File: config.mk
export PLATFORM = sky130hd
export DESIGN_NAME = adc_conversion_control
export DESIGN_NICKNAME = d
export VERILOG_FILES = /design/src/hdl/adc_ctl_pkg.sv /design/src/hdl/adc_conversion_control.sv /design/src/hdl/adc_down_counter.sv
export VERILOG_INCLUDE_DIRS = /design/src /design/src/hdl
export SDC_FILE = /design/constraint.sdc
export NUM_CORES = 1
export LEC_CHECK = 0
export BUFFER_PORTS_ARGS = -buffer_cell sky130_fd_sc_hd__buf_2
export CAP_MARGIN = 5
export CORE_ASPECT_RATIO = 1.4
export CORE_UTILIZATION = 49
export CTS_CLUSTER_DIAMETER = 80
export DETAILED_ROUTE_END_ITERATION = 6
export PLACE_DENSITY = 0.78
export RECOVER_POWER = 25
export SYNTH_ARGS = -nofsm -noshare
export SYNTH_HDL_FRONTEND = slang
export SYNTH_SLANG_ARGS = --single-unit
export TNS_END_PERCENT = 10
File: constraint.sdc
create_clock -name i_clk_sys -period 3.15 [get_ports i_clk_sys]
set_input_delay 0.63 -clock i_clk_sys [delete_from_list [all_inputs] [get_ports i_clk_sys]]
set_output_delay 0.63 -clock i_clk_sys [all_outputs]
set_load 0.05 [all_outputs]
File: src/hdl/adc_ctl_cfg.svh
`ifndef ADC_CTL_CFG_SVH
`define ADC_CTL_CFG_SVH

// Conversion timing in peripheral clock cycles
`define CONV_CYCLES        8'h0C
`define INIT_DELAY_CYCLES  8'h08
`define WAKE_HOLD_CYCLES   8'h04
`define RESULT_WIDTH       10
`define COUNT_ZERO         8'h00
`define COUNT_ONE          8'h01
`define SAMPLE_LEN_ZERO    4'h0

`endif

File: src/hdl/adc_ctl_pkg.sv
package adc_ctl_pkg;

    typedef enum logic [2:0] {
        ST_OFF,
        ST_INIT,
        ST_IDLE,
        ST_CONVERT,
        ST_WAKE_HOLD
    } conv_state_t;

    // Measurement setup latched outside conversion while free-run is off
    typedef struct packed {
        logic [7:0] second_control_register;
        logic [7:0] third_control_register;
        logic [7:0] sample_control_register;
        logic [4:0] input_channel_select;
        logic [9:0] window_low_threshold;
        logic [9:0] window_high_threshold;
    } conv_setup_t;

    typedef struct packed {
        logic result_ready_flag;
        logic window_compare_flag;
    } adc_flags_t;

endpackage

File: src/hdl/adc_conversion_control.sv
// Operation
// - High result byte read clears both flags
// - Free-run setup changes wait until free-run is cleared
// - One extra measurement after free-run cleared
// - Enable low stops conversions at once
// - Window wake from standby holds converter disabled
`timescale 1ns/1ps
`default_nettype none
`include "adc_ctl_cfg.svh"

module adc_conversion_control (
    input  wire logic                       i_clk_sys,
    input  wire logic                       i_arst_n,
    input  wire logic                       i_enable,
    input  wire logic                       i_free_running_bit,
    input  wire logic                       i_start,
    input  wire logic                       i_event_start_input,
    input  wire logic                       i_event,
    input  wire logic                       i_init_delay_en,
    input  wire adc_ctl_pkg::conv_setup_t   i_setup,
    input  wire logic [9:0]                 i_sample,
    input  wire logic                       i_read_result_high_byte,
    input  wire logic                       i_clear_result_ready,
    input  wire logic                       i_clear_window_compare,
    input  wire logic                       i_standby,
    input  wire logic                       i_wake,
    output logic                            o_busy,
    output logic                            o_ready,
    output adc_ctl_pkg::adc_flags_t         o_flags,
    output logic [9:0]                      o_result,
    output adc_ctl_pkg::conv_setup_t        o_active_setup
);
    // ------------------------------------------------------------
    // Reset release
    // ------------------------------------------------------------
    logic rst_meta_n;
    logic rst_n;

    always_ff @(posedge i_clk_sys or negedge i_arst_n) begin
        if (!i_arst_n) begin
            rst_meta_n <= 1'b0;
            rst_n      <= 1'b0;
        end else begin
            rst_meta_n <= 1'b1;
            rst_n      <= rst_meta_n;
        end
    end

    // ------------------------------------------------------------
    // Conversion sequencing
    // ------------------------------------------------------------
    adc_ctl_pkg::conv_state_t state;
    adc_ctl_pkg::conv_state_t next_state;
    logic                     free_run_armed;
    logic                     wake_pending;
    logic                     cnt_load;
    logic [7:0]               cnt_value;
    logic                     cnt_done;
    logic                     start_req;
    logic                     window_hit;

    assign start_req = i_start || (i_event_start_input && i_event);
    assign window_hit = (i_sample < o_active_setup.window_low_threshold)
                     || (i_sample > o_active_setup.window_high_threshold);

    adc_down_counter u_counter (
        .i_clk   (i_clk_sys),
        .i_rst_n (rst_n),
        .i_load  (cnt_load),
        .i_value (cnt_value),
        .i_clear (!i_enable),
        .o_done  (cnt_done)
    );

    always_comb begin
        next_state = state;
        cnt_load   = 1'b0;
        cnt_value  = `CONV_CYCLES;
        case (state)
            adc_ctl_pkg::ST_OFF: begin
                if (i_enable) begin
                    next_state = adc_ctl_pkg::ST_INIT;
                    cnt_load   = 1'b1;
                    cnt_value  = `INIT_DELAY_CYCLES;
                end
            end
            adc_ctl_pkg::ST_INIT: begin
                if (cnt_done) begin
                    next_state = adc_ctl_pkg::ST_IDLE;
                end
            end
            adc_ctl_pkg::ST_IDLE: begin
                if (start_req || i_free_running_bit) begin
                    next_state = adc_ctl_pkg::ST_CONVERT;
                    cnt_load   = 1'b1;
                end
            end
            adc_ctl_pkg::ST_CONVERT: begin
                // Free-run sampled at start, so a late clear still gets one more run
                if (cnt_done && free_run_armed) begin
                    cnt_load = 1'b1;
                end else if (cnt_done) begin
                    next_state = adc_ctl_pkg::ST_IDLE;
                end
            end
            adc_ctl_pkg::ST_WAKE_HOLD: begin
                if (cnt_done) begin
                    next_state = i_init_delay_en ? adc_ctl_pkg::ST_INIT
                                                 : adc_ctl_pkg::ST_IDLE;
                    cnt_load   = i_init_delay_en;
                    cnt_value  = `INIT_DELAY_CYCLES;
                end
            end
            default: begin
                next_state = adc_ctl_pkg::ST_OFF;
            end
        endcase
        if (!i_enable) begin
            next_state = adc_ctl_pkg::ST_OFF;
            cnt_load   = 1'b0;
        end else if (wake_pending && state != adc_ctl_pkg::ST_WAKE_HOLD) begin
            next_state = adc_ctl_pkg::ST_WAKE_HOLD;
            cnt_load   = 1'b1;
            cnt_value  = `WAKE_HOLD_CYCLES;
        end
    end

    always_ff @(posedge i_clk_sys or negedge rst_n) begin
        if (!rst_n) begin
            state <= adc_ctl_pkg::ST_OFF;
        end else begin
            state <= next_state;
        end
    end

    // Free-run request is only looked at when a conversion is launched
    always_ff @(posedge i_clk_sys or negedge rst_n) begin
        if (!rst_n) begin
            free_run_armed <= 1'b0;
        end else if (cnt_load && next_state == adc_ctl_pkg::ST_CONVERT) begin
            free_run_armed <= i_free_running_bit;
        end else if (!i_enable) begin
            free_run_armed <= 1'b0;
        end
    end

    // Setup tracks input outside conversion while free-run is off; changes mid free-run land late
    always_ff @(posedge i_clk_sys or negedge rst_n) begin
        if (!rst_n) begin
            o_active_setup <= '0;
        end else if (state != adc_ctl_pkg::ST_CONVERT && !i_free_running_bit) begin
            o_active_setup <= i_setup;
        end
    end

    // Wake by window compare while in standby
    always_ff @(posedge i_clk_sys or negedge rst_n) begin
        if (!rst_n) begin
            wake_pending <= 1'b0;
        end else if (i_standby && i_wake && o_flags.window_compare_flag) begin
            wake_pending <= 1'b1;
        end else if (state == adc_ctl_pkg::ST_WAKE_HOLD) begin
            wake_pending <= 1'b0;
        end
    end

    // ------------------------------------------------------------
    // Result and flags
    // ------------------------------------------------------------
    logic conv_end;
    assign conv_end = (state == adc_ctl_pkg::ST_CONVERT) && cnt_done && i_enable;

    always_ff @(posedge i_clk_sys or negedge rst_n) begin
        if (!rst_n) begin
            o_result <= '0;
        end else if (conv_end) begin
            o_result <= i_sample;
        end
    end

    // Set wins over clear in the same cycle
    always_ff @(posedge i_clk_sys or negedge rst_n) begin
        if (!rst_n) begin
            o_flags <= '0;
        end else begin
            if (conv_end) begin
                o_flags.result_ready_flag <= 1'b1;
            end else if (i_read_result_high_byte || i_clear_result_ready) begin
                o_flags.result_ready_flag <= 1'b0;
            end
            if (conv_end && window_hit) begin
                o_flags.window_compare_flag <= 1'b1;
            end else if (i_read_result_high_byte || i_clear_window_compare) begin
                o_flags.window_compare_flag <= 1'b0;
            end
        end
    end

    always_ff @(posedge i_clk_sys or negedge rst_n) begin
        if (!rst_n) begin
            o_busy  <= 1'b0;
            o_ready <= 1'b0;
        end else begin
            o_busy  <= (next_state == adc_ctl_pkg::ST_CONVERT);
            o_ready <= (next_state == adc_ctl_pkg::ST_IDLE);
        end
    end

    // ------------------------------------------------------------
    // Checks
    // ------------------------------------------------------------
    AST_READ_CLEARS: assert property (@(posedge i_clk_sys) disable iff (!rst_n)
        (i_read_result_high_byte && !conv_end) |=> !o_flags.result_ready_flag
            && !o_flags.window_compare_flag)
        else $error("high byte read did not clear flags");

    AST_DISABLE_STOPS: assert property (@(posedge i_clk_sys) disable iff (!rst_n)
        !i_enable |=> state == adc_ctl_pkg::ST_OFF && !o_busy)
        else $error("disable did not stop conversion");

    AST_FREE_RUN_RESTART: assert property (@(posedge i_clk_sys) disable iff (!rst_n)
        (conv_end && free_run_armed && !wake_pending) |=> state == adc_ctl_pkg::ST_CONVERT)
        else $error("free run did not restart");

    AST_EXTRA_MEASURE: assert property (@(posedge i_clk_sys) disable iff (!rst_n)
        (conv_end && !free_run_armed && !start_req) |=> state != adc_ctl_pkg::ST_CONVERT)
        else $error("conversion continued after free run ended");

    // Repetition count tracks the wake hold count
    AST_WAKE_HOLD: assert property (@(posedge i_clk_sys)
        disable iff (!rst_n || !i_enable)
        (state != adc_ctl_pkg::ST_WAKE_HOLD && next_state == adc_ctl_pkg::ST_WAKE_HOLD)
            |=> (state == adc_ctl_pkg::ST_WAKE_HOLD && !o_busy && !o_ready)[*4])
        else $error("wake hold not kept for its cycles");

    AST_SETUP_FROZEN: assert property (@(posedge i_clk_sys) disable iff (!rst_n)
        (state == adc_ctl_pkg::ST_CONVERT) |=> $stable(o_active_setup))
        else $error("setup changed mid conversion");

endmodule
`default_nettype wire

File: src/hdl/adc_down_counter.sv
`timescale 1ns/1ps
`default_nettype none
`include "adc_ctl_cfg.svh"

module adc_down_counter (
    input  wire logic       i_clk,
    input  wire logic       i_rst_n,
    input  wire logic       i_load,
    input  wire logic [7:0] i_value,
    input  wire logic       i_clear,
    output logic            o_done
);
    logic [7:0] count;

    always_ff @(posedge i_clk or negedge i_rst_n) begin
        if (!i_rst_n) begin
            count <= `COUNT_ZERO;
        end else if (i_clear) begin
            count <= `COUNT_ZERO;
        end else if (i_load) begin
            count <= i_value;
        end else if (count != `COUNT_ZERO) begin
            count <= count - `COUNT_ONE;
        end
    end

    assign o_done = (count == `COUNT_ONE);

endmodule
`default_nettype wire

==> out/results.txt <==
Seq cells post-synth: 78
Initial Utilization: 0.5131
Core Util, Final: 0.6575
Max Root-Sink Buffers: 2
Final GP Congestion: 0.8282
Finished Cell Area: 4649 sq um
clk_lat worst skew: 0.36 ns
Worst-path clk slew: 0.08 ns
slowest CP cell: or4b_1
CTS Hold Bufs: 0
ANT cells: 0
yosys warns: 0
input/output buffers: 134
Row Count: 36
GRT Residual Overflow: 0
WP data arrival: 2.37 ns
CTS tree: yes
area share of the largest cell type after synthesis: 0.5379
Worst Path Max Fanout: 14
via count: 2827
Root Buffer Master: clkbuf_8
Post-Syn Area per Cell: 11.45 sq um
Leak: 2.394 nW
Setup crit start kind: register
Die W: 74.73 microns
Crit Path Category: reg -> reg
async set-or-reset flop fraction in the synthesized netlist: 1.000
min Tclk post-route: 2.081 ns
Mapped Nets: 410
worst setup margin: 1.069 ns
routed len/inst: 14.53 microns
sequential fraction of the synthesis area: 0.5379
fmax: 480.6 MHz
post-cts sizing count: 0
main combinational cell family by area after synthesis: multiplexers
XOR/XNOR share of the synthesized area: 0.009655
largest net degree at the start of global routing: 77
clock sinks: 78
# setup viols final: 0
post-route setup TNS: 0 ns
Final Max Slew Viols: 77
CP top delay family: simple AND/OR/NAND/NOR gates
Fin. Hold Viols: 0
simple-gate portion of the synthesized area: 0.1221
post-DR vias/cell: 5.103
Num CTS Buffers: 9
Pre-Repair DR Iteration Count: 4
Cells after Synth: 317
layout filler cell count: 583
Nets: 547
relative slew slack: -0.07443
core footprint: 7072 sq um
I/O Pins: 135
Post-synth top cells: dfrtp_1, mux2_2, nand2_1
final wirelength: 8.050 mm
status: finished, violations left
EDFF count, synth: 0
htree depth: 3
initial antenna violation count: 0
placed inst area: 4405 sq um
clock skew: 0.01137 ns
Area growth syn-to-layout: 28.14%
Post-Syn Area: 3628 sq um
setup repair after global routing missed its margin: false
Die Area: 7758 sq um
adder-cell area share of the yosys netlist: 0.07241
number of global-route vias before repair: 3046
Yosys top cell by area: dfrtp_1
worst slew pin tran: 1.612 ns
Iter 0 DRT Violations: 120
failing checks: max-capacitance violations, max-slew violations
mux contribution to synthesized area: 0.1297
largest cells by area after synthesis: dfrtp_1, mux2_2, ha_1
die height: 103.8 microns
Critical Path RT: 3.44 ns
Top FF cell, synth: dfrtp_1
first-pass GRT wire length: 13.14 mm
worst hold path type: in -> async
Synth cell types: 45
post-CTS setup buffers: 0
Largest stage delay, worst path: 0.56 ns
peak supply drop: 0.5390 mV
CP bufs+invs: 1
pre-CTS setup slack: 0.9968 ns
share of cells above drive strength 1: 0.4336
crit end category: register
DRC viols: 0
antenna violation net count after detailed routing: 0
most common cell in the netlist: dfrtp_1
compound-gate portion of the synthesized area: 0.08828
GR Util All Layers: 0.2219
Pwr Density: 639.3 nW/um^2
HPWL after DPL: 6.103 mm
Max Cap Viol: 1
worst-path cell chain: inv_1, ha_1, nor4b_4, and2_4, nand3_4, or4b_1, nand3_1
crit share post-route: 0.6606
==> layout make-up <==
type / count / area [sq um] / area share
well taps: 95 / 118.9 / 0.02557
inverters: 26 / 97.59 / 0.02099
multi-input cells: 204 / 1543 / 0.3318
clock inverters: 5 / 106.4 / 0.02287
flip-flops and latches: 78 / 1953 / 0.4201
clock buffers: 11 / 141.4 / 0.03041
repair buffers: 135 / 689.4 / 0.1483
==> path summary, 6_finish.rpt <==
check / cells past startpoint / endpoint / slack [ns] / from
worst max-delay path: 7 / o_flags[0] / 1.07 / u_counter.count[1]
min in group i_clk_sys: 0 / rst_n / 0.37 / rst_meta_n
worst min register to register: 0 / rst_n / 0.37 / rst_meta_n
max in group asynchronous: 0 / o_active_setup[3] / 1.50 / rst_n
worst min-delay path: 1 / rst_meta_n / 0.05 / i_arst_n
worst max register to register: 7 / o_flags[0] / 1.07 / u_counter.count[1]
==> kinds of logic after synthesis <==
logic type,Yosys count
AO/OA/AOI/OAI,54
adder cells (fa/ha/maj),21
flip-flops,78
buffers and inverters,35
other,1
multiplexers,42
AND/OR/NAND/NOR,82
XOR/XNOR,4
==> metal layers <==
metal / vias to the layer above / track usage / routed length (microns)
met4: 0 / 0.1024 / 147
met2: 93 / 0.3777 / 4209
met3: 11 / 0.05934 / 462
li1: 1373 / - / -
met5: - / 0 / 0
met1: 1350 / 0.2502 / 3230
==> registers in the layout, summed over array words and instances (netlist names) <==
name / count
state: 3
wake_pending: 1
o_busy: 1
o_active_setup: 49
rst_n: 1
rst_meta_n: 1
o_flags: 2
u_counter.count: 8
free_run_armed: 1
o_ready: 1
o_result: 10
==> worst register-to-register path: stages (launching register included) <==
cell and delay (ns):
dfrtp_1 0.40, inv_1 0.10, ha_1 0.15, nor4b_4 0.30, and2_4 0.23, nand3_4 0.19
or4b_1 0.57, nand3_1 0.09
==> report_power, final <==
| part | internal [W] | switching [W] |
|---|---|---|
| logic | 0.000309 | 0.000544 |
| clock network | 0.000550 | 0.000363 |
| registers | 0.00110 | 0.000107 |
| total | 0.00196 | 0.00101 |
==> per-stage QoR <==
step	hold slack (ns)	total power, W	std cells
2_1_floorplan	0.3312	0.001850	317
3_3_place_gp	0.3406	0.002047	538
3_5_place_dp	0.3427	0.002079	538
4_1_cts	0.03535	0.002993	554
5_1_grt	0.03764	0.003116	554
6_report	0.04716	0.002973	554
==> layout by cell type (no fill, tap or decap), drive strengths merged, types with 3 or more instances in the layout <==
| cell type | instances |
|---|---|
| clkbuf | 12 |
| a31oi | 3 |
| a21oi | 9 |
| bufinv | 3 |
| dfrtp | 78 |
| and2 | 3 |
| nand2 | 34 |
| a211oi | 4 |
| nor2 | 15 |
| ha | 21 |
| inv | 26 |
| buf | 134 |
| mux2 | 40 |
| nor3 | 6 |
| o21ai | 27 |
| nand3 | 6 |
| nand4 | 4 |
| xnor2 | 3 |
(Power assumes the default switching activity.)
